[src/common/alert_ctl_defs.svh]
// Purpose: Register offsets, field positions, reset values and timing
//          constants of the alert masking and throttle timer block.
// Assumes: Byte-wide registers reached through the serial register port.
// Notes:   Only definitions live here.
`ifndef ALERT_CTL_DEFS_SVH
`define ALERT_CTL_DEFS_SVH

// Register offsets
`define OFS_STATUS_ONE      8'h41
`define OFS_STATUS_TWO      8'h42
`define OFS_MASK_ONE        8'h74
`define OFS_MASK_TWO        8'h75
`define OFS_CONFIG_THREE    8'h78
`define OFS_THROTTLE_TIME   8'h79
`define OFS_THROTTLE_LIMIT  8'h7A
`define OFS_CONFIG_FOUR     8'h7D

// Field positions
`define CFG3_ALERT_SEL_BIT  0
`define CFG3_THR_EN_BIT     1
`define CFG3_FULL_DUTY_ON_THROTTLE_BIT      2
`define STAT_ONE_THR_BIT    0
`define STAT_TWO_F4_BIT     5
`define MASK_ONE_SUM_BIT    7

// Reset values and timer full scale
`define RST_MASK            8'h00
`define RST_CONFIG          8'h00
`define RST_LIMIT           8'h00
`define RST_TIMER           8'h00
`define TIMER_FULL          8'hFF

// Timing
`define CLK_PERIOD_NS       10
`define THR_TICK_US         22760
`define THR_TICK_CYCLES     (`THR_TICK_US * 1000 / `CLK_PERIOD_NS)

`endif

[src/common/alert_ctl_pkg.sv]
// Purpose: Types shared by the alert masking and throttle timer block.
// Assumes: Constants come from alert_ctl_defs.svh.
// Notes:   One-hot serial port states and the multi-function pin choice.
package alert_ctl_pkg;

   // Serial register port states
   typedef enum logic [7:0] {
      S_IDLE  = 8'b0000_0001,
      S_ADDR  = 8'b0000_0010,
      S_AACK  = 8'b0000_0100,
      S_CMD   = 8'b0000_1000,
      S_CACK  = 8'b0001_0000,
      S_WDATA = 8'b0010_0000,
      S_WACK  = 8'b0100_0000,
      S_RDATA = 8'b1000_0000
   } port_state_t;

   // Multi-function pin selection, written as {bit1, bit0}
   typedef enum logic [1:0] {
      P14_TACH  = 2'b00,
      P14_ALERT = 2'b01,
      P14_THR   = 2'b10,
      P14_GPIO  = 2'b11
   } pin14_func_t;

endpackage

[src/design/throttle_timer.sv]
// Purpose: Cumulative, saturating assertion timer for the throttle line.
// Assumes: asserted is synchronous to clk_sys; clear_rd is a one-cycle pulse.
// Notes:   Resolution is one tick; the first assertion shows as a count of one.
`timescale 1ns/10ps
`include "alert_ctl_defs.svh"
module throttle_timer #(
   parameter int unsigned TICK_CYCLES = `THR_TICK_CYCLES
) (
   // Clock and reset
   input  wire logic       clk_sys,
   input  wire logic       reset,
   // Control
   input  wire logic       asserted,
   input  wire logic       clear_rd,
   // Result
   output logic [7:0]      value
);
   logic [31:0] presc;
   logic [7:0]  ticks;
   logic        started;
   wire         tick_end = (presc == 32'(TICK_CYCLES - 1));
   wire         at_full  = (ticks == `TIMER_FULL);

   // Accumulate only while asserted, saturate, clear on read
   always_ff @(posedge clk_sys) begin
      if (reset) begin
         presc   <= 32'h0000_0000;
         ticks   <= `RST_TIMER;
         started <= 1'b0;
      end else if (clear_rd) begin
         presc   <= 32'h0000_0000;
         ticks   <= `RST_TIMER;
         started <= asserted;
      end else if (asserted && !at_full) begin
         started <= 1'b1;
         presc   <= tick_end ? 32'h0000_0000 : presc + 32'h0000_0001;
         if (tick_end)
            ticks <= ticks + 8'h01;
      end else if (asserted) begin
         started <= 1'b1;
      end
   end

   // First assertion reads as one until two ticks have passed
   assign value = (started && ticks == 8'h00) ? 8'h01 : ticks;

   AST_TIMER_SATURATES: assert property (@(posedge clk_sys) disable iff (reset)
      value == 8'hFF && !clear_rd |=> value == 8'hFF)
      else $error("timer left full scale without a read");
   AST_TIMER_PAUSES: assert property (@(posedge clk_sys) disable iff (reset)
      !asserted && !clear_rd |=> $stable(value))
      else $error("timer moved while throttle line idle");
   AST_READ_CLEARS: assert property (@(posedge clk_sys) disable iff (reset)
      clear_rd && !asserted |=> value == 8'h00)
      else $error("timer not cleared by read");
   AST_READ_DURING_ASSERT: assert property (@(posedge clk_sys) disable iff (reset)
      clear_rd && asserted |=> value == 8'h01)
      else $error("timer did not restart at one");
endmodule // throttle_timer

[src/design/alert_mask_and_throttle_timer.sv]
// Purpose: Alert masking, pin assignment and throttle timing with its
//          serial register port.
// Assumes: Limit comparators, fan control and PWM live outside this block.
// Notes:   Serial port and pins are sampled through two flip-flops.
// Summary of operation
// - Mask gates alert only, status still sets
// - Mask one bits: summary, temps, supplies, throttle
// - Mask two bits: diodes, fans, overtemperature
// - Mask two bit0 covers twelve volt/code change
// - Mask two bit5 covers throttle or GPIO
// - Pin 10 alert when selected, else PWM
// - Pin 14 function from config four bits
// - Throttle enable makes pin 22 throttle line
// - Pin 14 throttle off without throttle enable
// - Full_duty_on_throttle drives running fans full while throttled
// - Full_duty_on_throttle ignored for fans not running
// - Timer counts only during assertion, cumulative
// - Timer saturates at full scale
// - First assertion bit0, then tick LSB
// - Timer register cleared by read
// - Read during assertion restarts at one
// - Limit zero read during assertion sets flag again
// - Status sticky until read after condition ends
// - Alert held while unmasked status stays set
// - Timer above limit sets flag, alerts
`timescale 1ns/10ps
`include "alert_ctl_defs.svh"
module alert_mask_and_throttle_timer
   import alert_ctl_pkg::*;
#(
   parameter logic [6:0]  SLAVE_ADDR  = 7'h2E,  // Arbitrary default
   parameter int unsigned TICK_CYCLES = `THR_TICK_CYCLES
) (
   // Clock and reset
   input  wire logic       clk_sys,
   input  wire logic       reset,
   // Serial register port, open drain data
   input  wire logic       smb_clk,
   input  wire logic       smb_data_in,
   output logic            smb_data_out,
   output logic            smb_data_oe,
   // Out-of-limit sources from the comparators
   input  wire logic [6:0] limit_one,
   input  wire logic [7:0] limit_two,
   input  wire logic       general_io_six_event,
   // Multi-function pins
   input  wire logic       pin22_in,
   input  wire logic       pin14_in,
   output logic            pin14_out,
   output logic            pin14_oe,
   output logic            fan_four_tach,
   input  wire logic       second_fan_drive,
   output logic            pin10_out,
   // Fan full_duty_on_throttle
   input  wire logic [3:0] fan_running,
   output logic [3:0]      full_duty_on_throttle
);
   // Pin synchronisers: smb_clk, smb_data_in, pin22_in, pin14_in
   logic [3:0] sync_a;
   logic [3:0] sync_b;
   logic [1:0] prev_bus;
   always_ff @(posedge clk_sys) begin
      if (reset) begin
         sync_a   <= 4'hF;
         sync_b   <= 4'hF;
         prev_bus <= 2'b11;
      end else begin
         sync_a   <= {pin14_in, pin22_in, smb_data_in, smb_clk};
         sync_b   <= sync_a;
         prev_bus <= sync_b[1:0];
      end
   end

   // Edge and framing decode on the second stage only
   wire scl_s     = sync_b[0];
   wire sda_s     = sync_b[1];
   wire pin22_s   = sync_b[2];
   wire pin14_s   = sync_b[3];
   wire scl_rise  = scl_s & ~prev_bus[0];
   wire scl_fall  = ~scl_s & prev_bus[0];
   wire start_det = scl_s & prev_bus[0] & prev_bus[1] & ~sda_s;
   wire stop_det  = scl_s & prev_bus[0] & ~prev_bus[1] & sda_s;

   // Port state
   port_state_t st;
   logic [3:0]  bitcnt;
   logic [7:0]  sh;
   logic [7:0]  ptr;
   logic        rw;
   logic        nack;
   logic        sda_oe;
   logic [7:0]  rd_data;

   wire byte_done = (bitcnt == 4'd8);
   wire st_rx     = (st == S_ADDR) | (st == S_CMD) | (st == S_WDATA);
   wire quiet     = ~start_det & ~stop_det;
   wire wr_stb    = quiet & scl_fall & (st == S_WDATA) & byte_done;
   wire rd_stb    = quiet & scl_fall & (((st == S_AACK) & rw)
                    | ((st == S_RDATA) & (bitcnt == 4'd9) & ~nack));

   // Byte engine: sample on clock rise, drive on clock fall
   always_ff @(posedge clk_sys) begin
      if (reset) begin
         st     <= S_IDLE;
         bitcnt <= 4'd0;
         sh     <= 8'h00;
         ptr    <= 8'h00;
         rw     <= 1'b0;
         nack   <= 1'b0;
         sda_oe <= 1'b0;
      end else if (start_det) begin
         st     <= S_ADDR;
         bitcnt <= 4'd0;
         sda_oe <= 1'b0;
      end else if (stop_det) begin
         st     <= S_IDLE;
         sda_oe <= 1'b0;
      end else if (scl_rise) begin
         bitcnt <= bitcnt + 4'd1;
         if (st_rx)
            sh <= {sh[6:0], sda_s};
         if (st == S_RDATA && byte_done)
            nack <= sda_s;
      end else if (scl_fall) begin
         case (st)
            S_ADDR: begin
               if (byte_done && sh[7:1] == SLAVE_ADDR) begin
                  sda_oe <= 1'b1;
                  rw     <= sh[0];
                  st     <= S_AACK;
               end else if (byte_done) begin
                  st <= S_IDLE;
               end
            end
            S_AACK: begin
               bitcnt <= 4'd0;
               if (rw) begin
                  sh     <= rd_data;
                  sda_oe <= ~rd_data[7];
                  st     <= S_RDATA;
               end else begin
                  sda_oe <= 1'b0;
                  st     <= S_CMD;
               end
            end
            S_CMD: begin
               if (byte_done) begin
                  ptr    <= sh;
                  sda_oe <= 1'b1;
                  st     <= S_CACK;
               end
            end
            S_CACK, S_WACK: begin
               bitcnt <= 4'd0;
               sda_oe <= 1'b0;
               st     <= S_WDATA;
            end
            S_WDATA: begin
               if (byte_done) begin
                  sda_oe <= 1'b1;
                  st     <= S_WACK;
               end
            end
            S_RDATA: begin
               if (bitcnt < 4'd8) begin
                  sda_oe <= ~sh[3'd7 - bitcnt[2:0]];
               end else if (byte_done) begin
                  sda_oe <= 1'b0;
               end else if (nack) begin
                  st <= S_IDLE;
               end else begin
                  bitcnt <= 4'd0;
                  sh     <= rd_data;
                  sda_oe <= ~rd_data[7];
               end
            end
            default: st <= S_IDLE;
         endcase
      end
   end

   // Register address match, shared by reads and writes
   function automatic logic hit(input logic [7:0] p, input logic [7:0] ofs);
      hit = (p == ofs);
   endfunction

   // Software registers
   logic [7:0] mask_one;
   logic [7:0] mask_two;
   logic [7:0] cfg_three;
   logic [7:0] cfg_four;
   logic [7:0] thr_limit;
   always_ff @(posedge clk_sys) begin
      if (reset) begin
         mask_one  <= `RST_MASK;
         mask_two  <= `RST_MASK;
         cfg_three <= `RST_CONFIG;
         cfg_four  <= `RST_CONFIG;
         thr_limit <= `RST_LIMIT;
      end else if (wr_stb) begin
         if (hit(ptr, `OFS_MASK_ONE))       mask_one  <= sh;
         if (hit(ptr, `OFS_MASK_TWO))       mask_two  <= sh;
         if (hit(ptr, `OFS_CONFIG_THREE))   cfg_three <= sh;
         if (hit(ptr, `OFS_CONFIG_FOUR))    cfg_four  <= sh;
         if (hit(ptr, `OFS_THROTTLE_LIMIT)) thr_limit <= sh;
      end
   end

   // Pin roles and throttle line
   pin14_func_t p14_func;
   assign p14_func = pin14_func_t'(cfg_four[1:0]);
   wire thr_en     = cfg_three[`CFG3_THR_EN_BIT];
   wire p14_thr    = thr_en & (p14_func == P14_THR);
   wire throttle   = thr_en & (~pin22_s | (p14_thr & ~pin14_s));
   wire full_duty_on_throttle_on   = cfg_three[`CFG3_FULL_DUTY_ON_THROTTLE_BIT] & throttle;

   // Throttle timer
   logic [7:0] timer_value;
   wire        rd_timer = rd_stb & hit(ptr, `OFS_THROTTLE_TIME);
   throttle_timer #(
      .TICK_CYCLES (TICK_CYCLES)
   ) u_timer (
      .clk_sys  (clk_sys),
      .reset    (reset),
      .asserted (throttle),
      .clear_rd (rd_timer),
      .value    (timer_value)
   );

   // Limit exceeded; with limit zero the restart value of one re-flags
   wire timer_over = thr_en & (timer_value > thr_limit);

   // Status sources; timer over limit always raises status two bit 5,
   // and also status one bit 0 when pin 22 alone carries the line
   logic [6:0] src_one;
   logic [7:0] src_two;
   always_comb begin
      src_one = limit_one;
      src_two = limit_two;
      if (thr_en && !p14_thr)
         src_one[`STAT_ONE_THR_BIT] = timer_over;
      case (p14_func)
         P14_THR:  src_two[`STAT_TWO_F4_BIT] = timer_over;
         P14_GPIO: src_two[`STAT_TWO_F4_BIT] = general_io_six_event | timer_over;
         default:  src_two[`STAT_TWO_F4_BIT] = limit_two[`STAT_TWO_F4_BIT] | timer_over;
      endcase
   end

   // Sticky status: set wins, read clears only once the source is gone
   logic [6:0] stat_one;
   logic [7:0] stat_two;
   wire rd_one = rd_stb & hit(ptr, `OFS_STATUS_ONE);
   wire rd_two = rd_stb & hit(ptr, `OFS_STATUS_TWO);
   wire [6:0] next_stat_one = src_one | (rd_one ? 7'h00 : stat_one);
   wire [7:0] next_stat_two = src_two | (rd_two ? 8'h00 : stat_two);
   always_ff @(posedge clk_sys) begin
      if (reset) begin
         stat_one <= 7'h00;
         stat_two <= 8'h00;
      end else begin
         stat_one <= next_stat_one;
         stat_two <= next_stat_two;
      end
   end

   // Alert: any unmasked status bit; summary bit gates the second register
   wire sum_two   = |stat_two;
   wire alert_one = |(stat_one & ~mask_one[6:0]);
   wire alert_two = ~mask_one[`MASK_ONE_SUM_BIT] & |(stat_two & ~mask_two);
   wire alert_any = alert_one | alert_two;

   // Read data selection
   always_comb begin
      case (ptr)
         `OFS_STATUS_ONE:     rd_data = {sum_two, stat_one};
         `OFS_STATUS_TWO:     rd_data = stat_two;
         `OFS_MASK_ONE:       rd_data = mask_one;
         `OFS_MASK_TWO:       rd_data = mask_two;
         `OFS_CONFIG_THREE:   rd_data = cfg_three;
         `OFS_THROTTLE_TIME:  rd_data = timer_value;
         `OFS_THROTTLE_LIMIT: rd_data = thr_limit;
         `OFS_CONFIG_FOUR:    rd_data = cfg_four;
         default:             rd_data = 8'h00;
      endcase
   end

   // Registered pin drive; pin 10 is push-pull, pin 14 open drain
   always_ff @(posedge clk_sys) begin
      if (reset) begin
         smb_data_out          <= 1'b0;
         smb_data_oe           <= 1'b0;
         pin10_out             <= 1'b0;
         pin14_out             <= 1'b0;
         pin14_oe              <= 1'b0;
         fan_four_tach         <= 1'b1;
         full_duty_on_throttle <= 4'h0;
      end else begin
         smb_data_out          <= 1'b0;
         smb_data_oe           <= sda_oe;
         pin10_out             <= cfg_three[`CFG3_ALERT_SEL_BIT] ? ~alert_any
                                  : second_fan_drive;
         pin14_out             <= 1'b0;
         pin14_oe              <= (p14_func == P14_ALERT) & alert_any;
         fan_four_tach         <= (p14_func == P14_TACH) ? pin14_s : 1'b1;
         full_duty_on_throttle <= {4{full_duty_on_throttle_on}} & fan_running;
      end
   end

   AST_MASK_KEEPS_STATUS: assert property (@(posedge clk_sys) disable iff (reset)
      limit_one[6] && mask_one[6] |=> stat_one[6])
      else $error("masked source did not set status");
   AST_STICKY_UNTIL_READ: assert property (@(posedge clk_sys) disable iff (reset)
      stat_two[7] && !rd_two |=> stat_two[7])
      else $error("status bit dropped without a read");
   AST_PIN10_ALERT: assert property (@(posedge clk_sys) disable iff (reset)
      cfg_three[`CFG3_ALERT_SEL_BIT] && (stat_one[6] && !mask_one[6]) |=> !pin10_out)
      else $error("pin 10 alert not low for unmasked status");
   AST_PIN10_PWM: assert property (@(posedge clk_sys) disable iff (reset)
      !cfg_three[`CFG3_ALERT_SEL_BIT] |=> pin10_out == $past(second_fan_drive))
      else $error("pin 10 not carrying fan drive");
   AST_PIN14_ALERT: assert property (@(posedge clk_sys) disable iff (reset)
      cfg_four[1:0] == 2'b01 && alert_any |=> pin14_oe && !pin14_out)
      else $error("pin 14 alert not driven");
   AST_MASK_BLOCKS: assert property (@(posedge clk_sys) disable iff (reset)
      (stat_one & ~mask_one[6:0]) == 7'h00 && mask_one[7] |-> !alert_any)
      else $error("alert raised by masked sources only");
   AST_THR_DISABLED: assert property (@(posedge clk_sys) disable iff (reset)
      !cfg_three[`CFG3_THR_EN_BIT] |-> !throttle)
      else $error("throttle active while disabled");
   AST_FULL_DUTY_ON_THROTTLE: assert property (@(posedge clk_sys) disable iff (reset)
      throttle && cfg_three[`CFG3_FULL_DUTY_ON_THROTTLE_BIT] && fan_running[0] |=> full_duty_on_throttle[0])
      else $error("running fan not boosted");
   AST_FULL_DUTY_ON_THROTTLE_IDLE_FAN: assert property (@(posedge clk_sys) disable iff (reset)
      !fan_running[1] |=> !full_duty_on_throttle[1])
      else $error("stopped fan boosted");
   AST_TIMER_FLAG: assert property (@(posedge clk_sys) disable iff (reset)
      p14_thr && timer_value > thr_limit |=> stat_two[`STAT_TWO_F4_BIT])
      else $error("timer over limit did not flag");
endmodule // alert_mask_and_throttle_timer

[config.mk]
export PLATFORM = sky130hd
export DESIGN_NAME = alert_mask_and_throttle_timer
export DESIGN_NICKNAME = d
export VERILOG_FILES = /design/src/common/alert_ctl_pkg.sv /design/src/design/throttle_timer.sv /design/src/design/alert_mask_and_throttle_timer.sv
export VERILOG_INCLUDE_DIRS = /design/src /design/src/common
export SDC_FILE = /design/constraint.sdc
export NUM_CORES = 1
export LEC_CHECK = 0
export ABC_AREA = 1
export BUFFER_PORTS_ARGS = -buffer_cell sky130_fd_sc_hd__buf_4
export CAP_MARGIN = 15
export CORE_MARGIN = 2
export CORE_UTILIZATION = 58
export CTS_BUF_LIST = sky130_fd_sc_hd__clkbuf_8
export DETAILED_ROUTE_END_ITERATION = 10
export PLACE_DENSITY = 0.82
export SETUP_SLACK_MARGIN = 0.4
export SYNTH_ARGS = -nofsm -noshare
export SYNTH_HDL_FRONTEND = slang
export SYNTH_SLANG_ARGS = --single-unit
[constraint.sdc]
create_clock -name clk_sys -period 1.7 [get_ports clk_sys]
set_input_delay 0.17 -clock clk_sys [delete_from_list [all_inputs] [get_ports clk_sys]]
set_output_delay 0.17 -clock clk_sys [all_outputs]
set_load 0.02 [all_outputs]
==> results of run 1 <==
metrics by stage:
stage	hold slack, ps	instances	utilization, %	setup TNS, ps	worst slack [ps]
after global placement	356	1552	68.4	-257	-108
after CTS	44.2	1693	86.1	-2530	-375
after floorplan	274	1288	-	-40.4	-31.8
after detailed placement	356	1552	68.4	-1200	-352
routing by layer:
layer,GRT overflow,global-route usage [%]
met5,1,22.9
met4,87,90.2
met3,3,67.7
met2,165,101
met1,1,80.6
synth_stat cells (2+ instances only):
library cell,number
nand3_1,122
inv_1,124
o21ai_0,40
nand4_1,22
nor2_1,206
nor3_1,25
nand2_4,3
xor2_1,15
inv_4,2
nand3_2,2
nor2_4,9
nand2_2,5
a31oi_1,2
o21ai_1,8
nand2_1,351
inv_2,7
a21oi_2,10
ha_1,18
buf_6,2
a21oi_1,96
buf_4,4
nor4_1,3
buf_2,10
nor2_2,3
clkinv_2,2
clkbuf_1,25
nand3b_1,3
or2_2,10
o22ai_1,4
dfxtp_1,145
cells by family after synthesis:
family | after synthesis | synth area share (%)
and+or+nand+nor | 766 | 40.3
buffers and inverters | 178 | 8.94
AOI/OAI and AO/OA | 164 | 10.7
DFF | 145 | 35.6
adders and majority gates | 18 | 2.76
xor gates and xnor gates | 15 | 1.61
other | 1 | 0.0460
what timing repair did:
item | CTS
cloned | 13
setup endpoints to repair | 126
setup buffers | 72
endpoints found under the hold margin | 26
pin swaps | 130
resized for setup | 266
hold buffers | 24
==> impl_metrics.env, run 1 <==
export IMPL_clock_sinks=145
export IMPL_synth_flop_cell="dfxtp_1"
export IMPL_yosys_warnings=0
export IMPL_synth_area_um2=8160
export IMPL_root_buffer="clkbuf_8"
export IMPL_dpl_instance_area_um2=9460
export IMPL_die_height_um=123
export IMPL_yosysTopAreaCellShare_pct=35.6
export IMPL_failed_stage="5_1_grt"
export IMPL_die_x_um=123
export IMPL_pin_count=37
export IMPL_status="aborted with a tool error"
export IMPL_synthArstFlopShare_pct=0
export IMPL_crit_endpoint="stat_one[0]$_SDFF_PP0_/D"
export IMPL_dp_hpwl_um=17400
export IMPL_ys_types=39
export IMPL_yosysSeqAreaShare_pct=35.6
export IMPL_numCtsBuffers=17
export IMPL_initial_core_util_pct=59.0
export IMPL_syn_mean_instance_area_um2=6.34
export IMPL_stop_error="[ERROR GRT-0232] Routing congestion too high. Check the congestion heatmap in the GUI."
export IMPL_grt_max_degree=47
export IMPL_netlist_instances=1287
export IMPL_gp_congestion=0.977
export IMPL_worst_endpoint_kind="sequential cell input"
export IMPL_htreeDepth=4
export IMPL_grt_ovfl_total=257
export IMPL_yosys_area_top_type="dfxtp_1"
export IMPL_row_count=43
export IMPL_grtUsageTotal_pct=83.2
export IMPL_clock_path_buffers=2
export IMPL_synth_edf_count=0
export IMPL_ys_ff_latch=145
export IMPL_ys_top_cells_by_area="dfxtp_1 (36%), nand2_1 (16%), nor2_1 (9.5%)"
export IMPL_io_buffers=34
==> run 2: changes to the inputs <==
- CORE_UTILIZATION: 58 -> 40
- CTS_BUF_LIST: sky130_fd_sc_hd__clkbuf_8 -> default
- PLACE_DENSITY: 0.82 -> default
- PLACE_DENSITY_LB_ADDON: default -> 0.15
- SETUP_SLACK_MARGIN: 0.4 -> default
- clock period: 1.7 -> 2.21 ns (I/O delays scaled with it)
==> run 2 against run 1 <==
  * Synthesized cell count unchanged
  * Synthesized area unchanged
  * The run now ends clean
==> impl_metrics.env, run 2 <==
export IMPL_drtPass1Iterations=5
export IMPL_mostFrequentLayoutCells="nand2_1 (351), nor2_1 (206), dfxtp_1 (145), inv_1 (123), nand3_1 (122)"
export IMPL_synth_flop_cell="dfxtp_1"
export IMPL_worstPathArrival_ps=2240
export IMPL_power_share_combinational_pct=4.8
export IMPL_row_count=52
export IMPL_first_iter_violations=511
export IMPL_drive_above_1_share_pct=11.4
export IMPL_antenna_cells=0
export IMPL_grt_ovfl_total=0
export IMPL_ys_ff_latch=145
export IMPL_fin_nets=1395
export IMPL_setup_tns_ps=0
export IMPL_gp_congestion=0.929
export IMPL_worstPathRequired_ps=2520
export IMPL_slew_limit_headroom_pct=61.5
export IMPL_seqCellArea_um2=2900
export IMPL_grt_max_degree=39
export IMPL_vias=8201
export IMPL_rr_endpoint="u_timer.ticks[5]"
export IMPL_power_internal_mw=4.39
export IMPL_drc=0
export IMPL_fillCellCount=2118
export IMPL_min_to="full_duty_on_throttle[2]"
export IMPL_synthArstFlopShare_pct=0
export IMPL_yosysSeqAreaShare_pct=35.6
export IMPL_root_buffer="clkbuf_16"
export IMPL_clk_latency_ps=430
export IMPL_ys_top_cells_by_area="dfxtp_1 (36%), nand2_1 (16%), nor2_1 (9.5%)"
export IMPL_seqPwrFrac_pct=45.7
export IMPL_yosys_warnings=0
export IMPL_pin_count=37
export IMPL_ant_nets=0
export IMPL_startpoint_type="register"
export IMPL_fin_crit_sh_pct=87.0
export IMPL_regMostFlops="u_timer.presc"
export IMPL_grt_pass1_wl_um=39700
export IMPL_yosys_area_top_type="dfxtp_1"
export IMPL_grt_pass1_vias=7730
export IMPL_reg2reg_depth=9
export IMPL_io_buffers=34
export IMPL_worstMarginPinSlew_ps=576
export IMPL_numCtsBuffers=17
export IMPL_cts_tree="yes"
export IMPL_die_height_um=147
export IMPL_initial_core_util_pct=40.6
export IMPL_yosysMostFrequentCell="nand2_1"
export IMPL_wl_per_cell_um=14.8
export IMPL_switching_share_pct=25.3
export IMPL_rrSetupSlack_ps=290
export IMPL_routed_wl_um=24200
export IMPL_syn_to_final_growth_pct=17.4
export IMPL_final_hold_violation_count=0
export IMPL_via_per_inst=5.02
export IMPL_stdcell_area_um2=9580
export IMPL_synth_area_um2=8160
export IMPL_netSwitchingPower_mw=1.49
export IMPL_clock_sinks=145
export IMPL_coreArea_um2=20100
export IMPL_status="completed"
export IMPL_dp_hpwl_um=17900
export IMPL_synthTopCellsByCount="nand2_1 (351), nor2_1 (206), dfxtp_1 (145)"
export IMPL_power_frac_clock_pct=49.5
export IMPL_ys_types=39
export IMPL_dpl_instance_area_um2=8810
export IMPL_clkTransAtPathRegs_ps=70
export IMPL_grtUsageTotal_pct=23.1
export IMPL_layout_commonest_cell="nand2_1"
export IMPL_power_leakage_nw=3.89
export IMPL_ir_drop_mv=0.467
export IMPL_clock_path_buffers=2
export IMPL_multiInputGateArea_um2=4530
export IMPL_synth_edf_count=0
export IMPL_drv_slew=0
export IMPL_cp_max_fo=38
export IMPL_antenna_found_initial=0
export IMPL_die_x_um=147
export IMPL_largest_reg_flops=32
export IMPL_fin_skew_ps=10.3
export IMPL_rsz0062_at_grt="no"
export IMPL_syn_mean_instance_area_um2=6.34
export IMPL_critPathCaptureType="register"
export IMPL_cap_violations=0
export IMPL_htreeDepth=4
export IMPL_fmax_ghz=0.520
export IMPL_fin_crit_ps=1920
export IMPL_netlist_instances=1287
export IMPL_min_path_cells=3
export IMPL_finalSetupViolations=0
export IMPL_min_delay_start="fan_running[2]"
export IMPL_die_area_um2=21600
export IMPL_holdCritPathClass="in -> reg"
export IMPL_postCtsSetupRepairBufs=0
export IMPL_r2r_start="ptr[0]"
export IMPL_yosysTopAreaCellShare_pct=35.6
export IMPL_power_density_nw_per_um2=614
export IMPL_critical_path_class="reg -> reg"
==> run 2: cell counts after synthesis <==
Identical to the previous run, type by type.
==> run 2: metal layers <==
| layer | global-route usage (%) | part of all wire, % |
|---|---|---|
| met5 | 0 | 0 |
| met2 | 38.4 | 47 |
| met3 | 4.38 | 4.8 |
| met4 | 7.52 | 2.3 |
| met1 | 30.2 | 46 |
==> run 2: area by class of cell <==
| class | count | area share (%) |
|---|---|---|
| Sequential cell | 145 | 30.3 |
| Tap cell | 270 | 3.53 |
| Clock inverter | 14 | 1.55 |
| Clock buffer | 18 | 4.59 |
| Multi-Input combinational cell | 965 | 47.3 |
| Inverter | 135 | 5.37 |
| Timing Repair Buffer | 86 | 7.34 |
==> run 2: critical path, cell delays in order (launching register included) <==
cell     delay (ps)
dfxtp_1         380
nand2_1         180
nor2_1          300
nand2_1         140
buf_4           160
inv_2            90
nand3_2         100
nand2_1         130
buf_12          240
a21oi_1          70
==> run 2: worst max path at each step <==
stage | startpoint | to | slack, ps
final | ptr[0] | u_timer.ticks[5] | 290
after global routing | u_timer.ticks[0] | stat_one[0] | 6
after CTS | u_timer.ticks[0] | stat_one[0] | 210
after detailed placement | u_timer.ticks[0] | stat_one[0] | 210
after global placement | u_timer.ticks[0] | stat_one[0] | 250
after floorplan | u_timer.ticks[0] | stat_one[0] | 410
==> run 2: timing repair <==
action | in CTS | in global routing
hold endpoints to repair | 18 | 0
endpoints found under the setup margin | 0 | 2
resized for setup | 0 | 2
hold buffers | 18 | 0
==> run 2: cell families after synthesis <==
group / after synthesis / share of synthesized area, %
other: 1 / 0.0460
buffers and inverters: 178 / 8.94
AND/OR/NAND/NOR: 766 / 40.3
flip-flops: 145 / 35.6
AO/OA/AOI/OAI: 164 / 10.7
XOR/XNOR: 15 / 1.61
adder cells (fa/ha/maj): 18 / 2.76
==> run 2: stage by stage <==
| stage | worst slack (ps) | cells | hold WS [ps] | util, % | total power [mW] |
|---|---|---|---|---|---|
| after floorplan | 405 | 1288 | 325 | - | 2.91 |
| after global placement | 251 | 1583 | 392 | 43.8 | 3.00 |
| after detailed placement | 213 | 1583 | 393 | 43.8 | 3.00 |
| after CTS | 211 | 1633 | 0.501 | 47.6 | 5.93 |
| after global routing | 5.53 | 1633 | 19.4 | 47.6 | 6.10 |
| final | 288 | 1633 | 12.0 | 47.6 | 5.88 |
==> run 2: power groups by stage <==
stage	Combinational [mW]	Clock, mW	Sequential [mW]
final	0.282	2.91	2.69
after global routing	0.317	3.09	2.69
after CTS	0.282	2.96	2.69
after detailed placement	0.256	0	2.75
after global placement	0.254	0	2.75
after floorplan	0.174	0	2.74
Power figures use the tool's default switching activity.
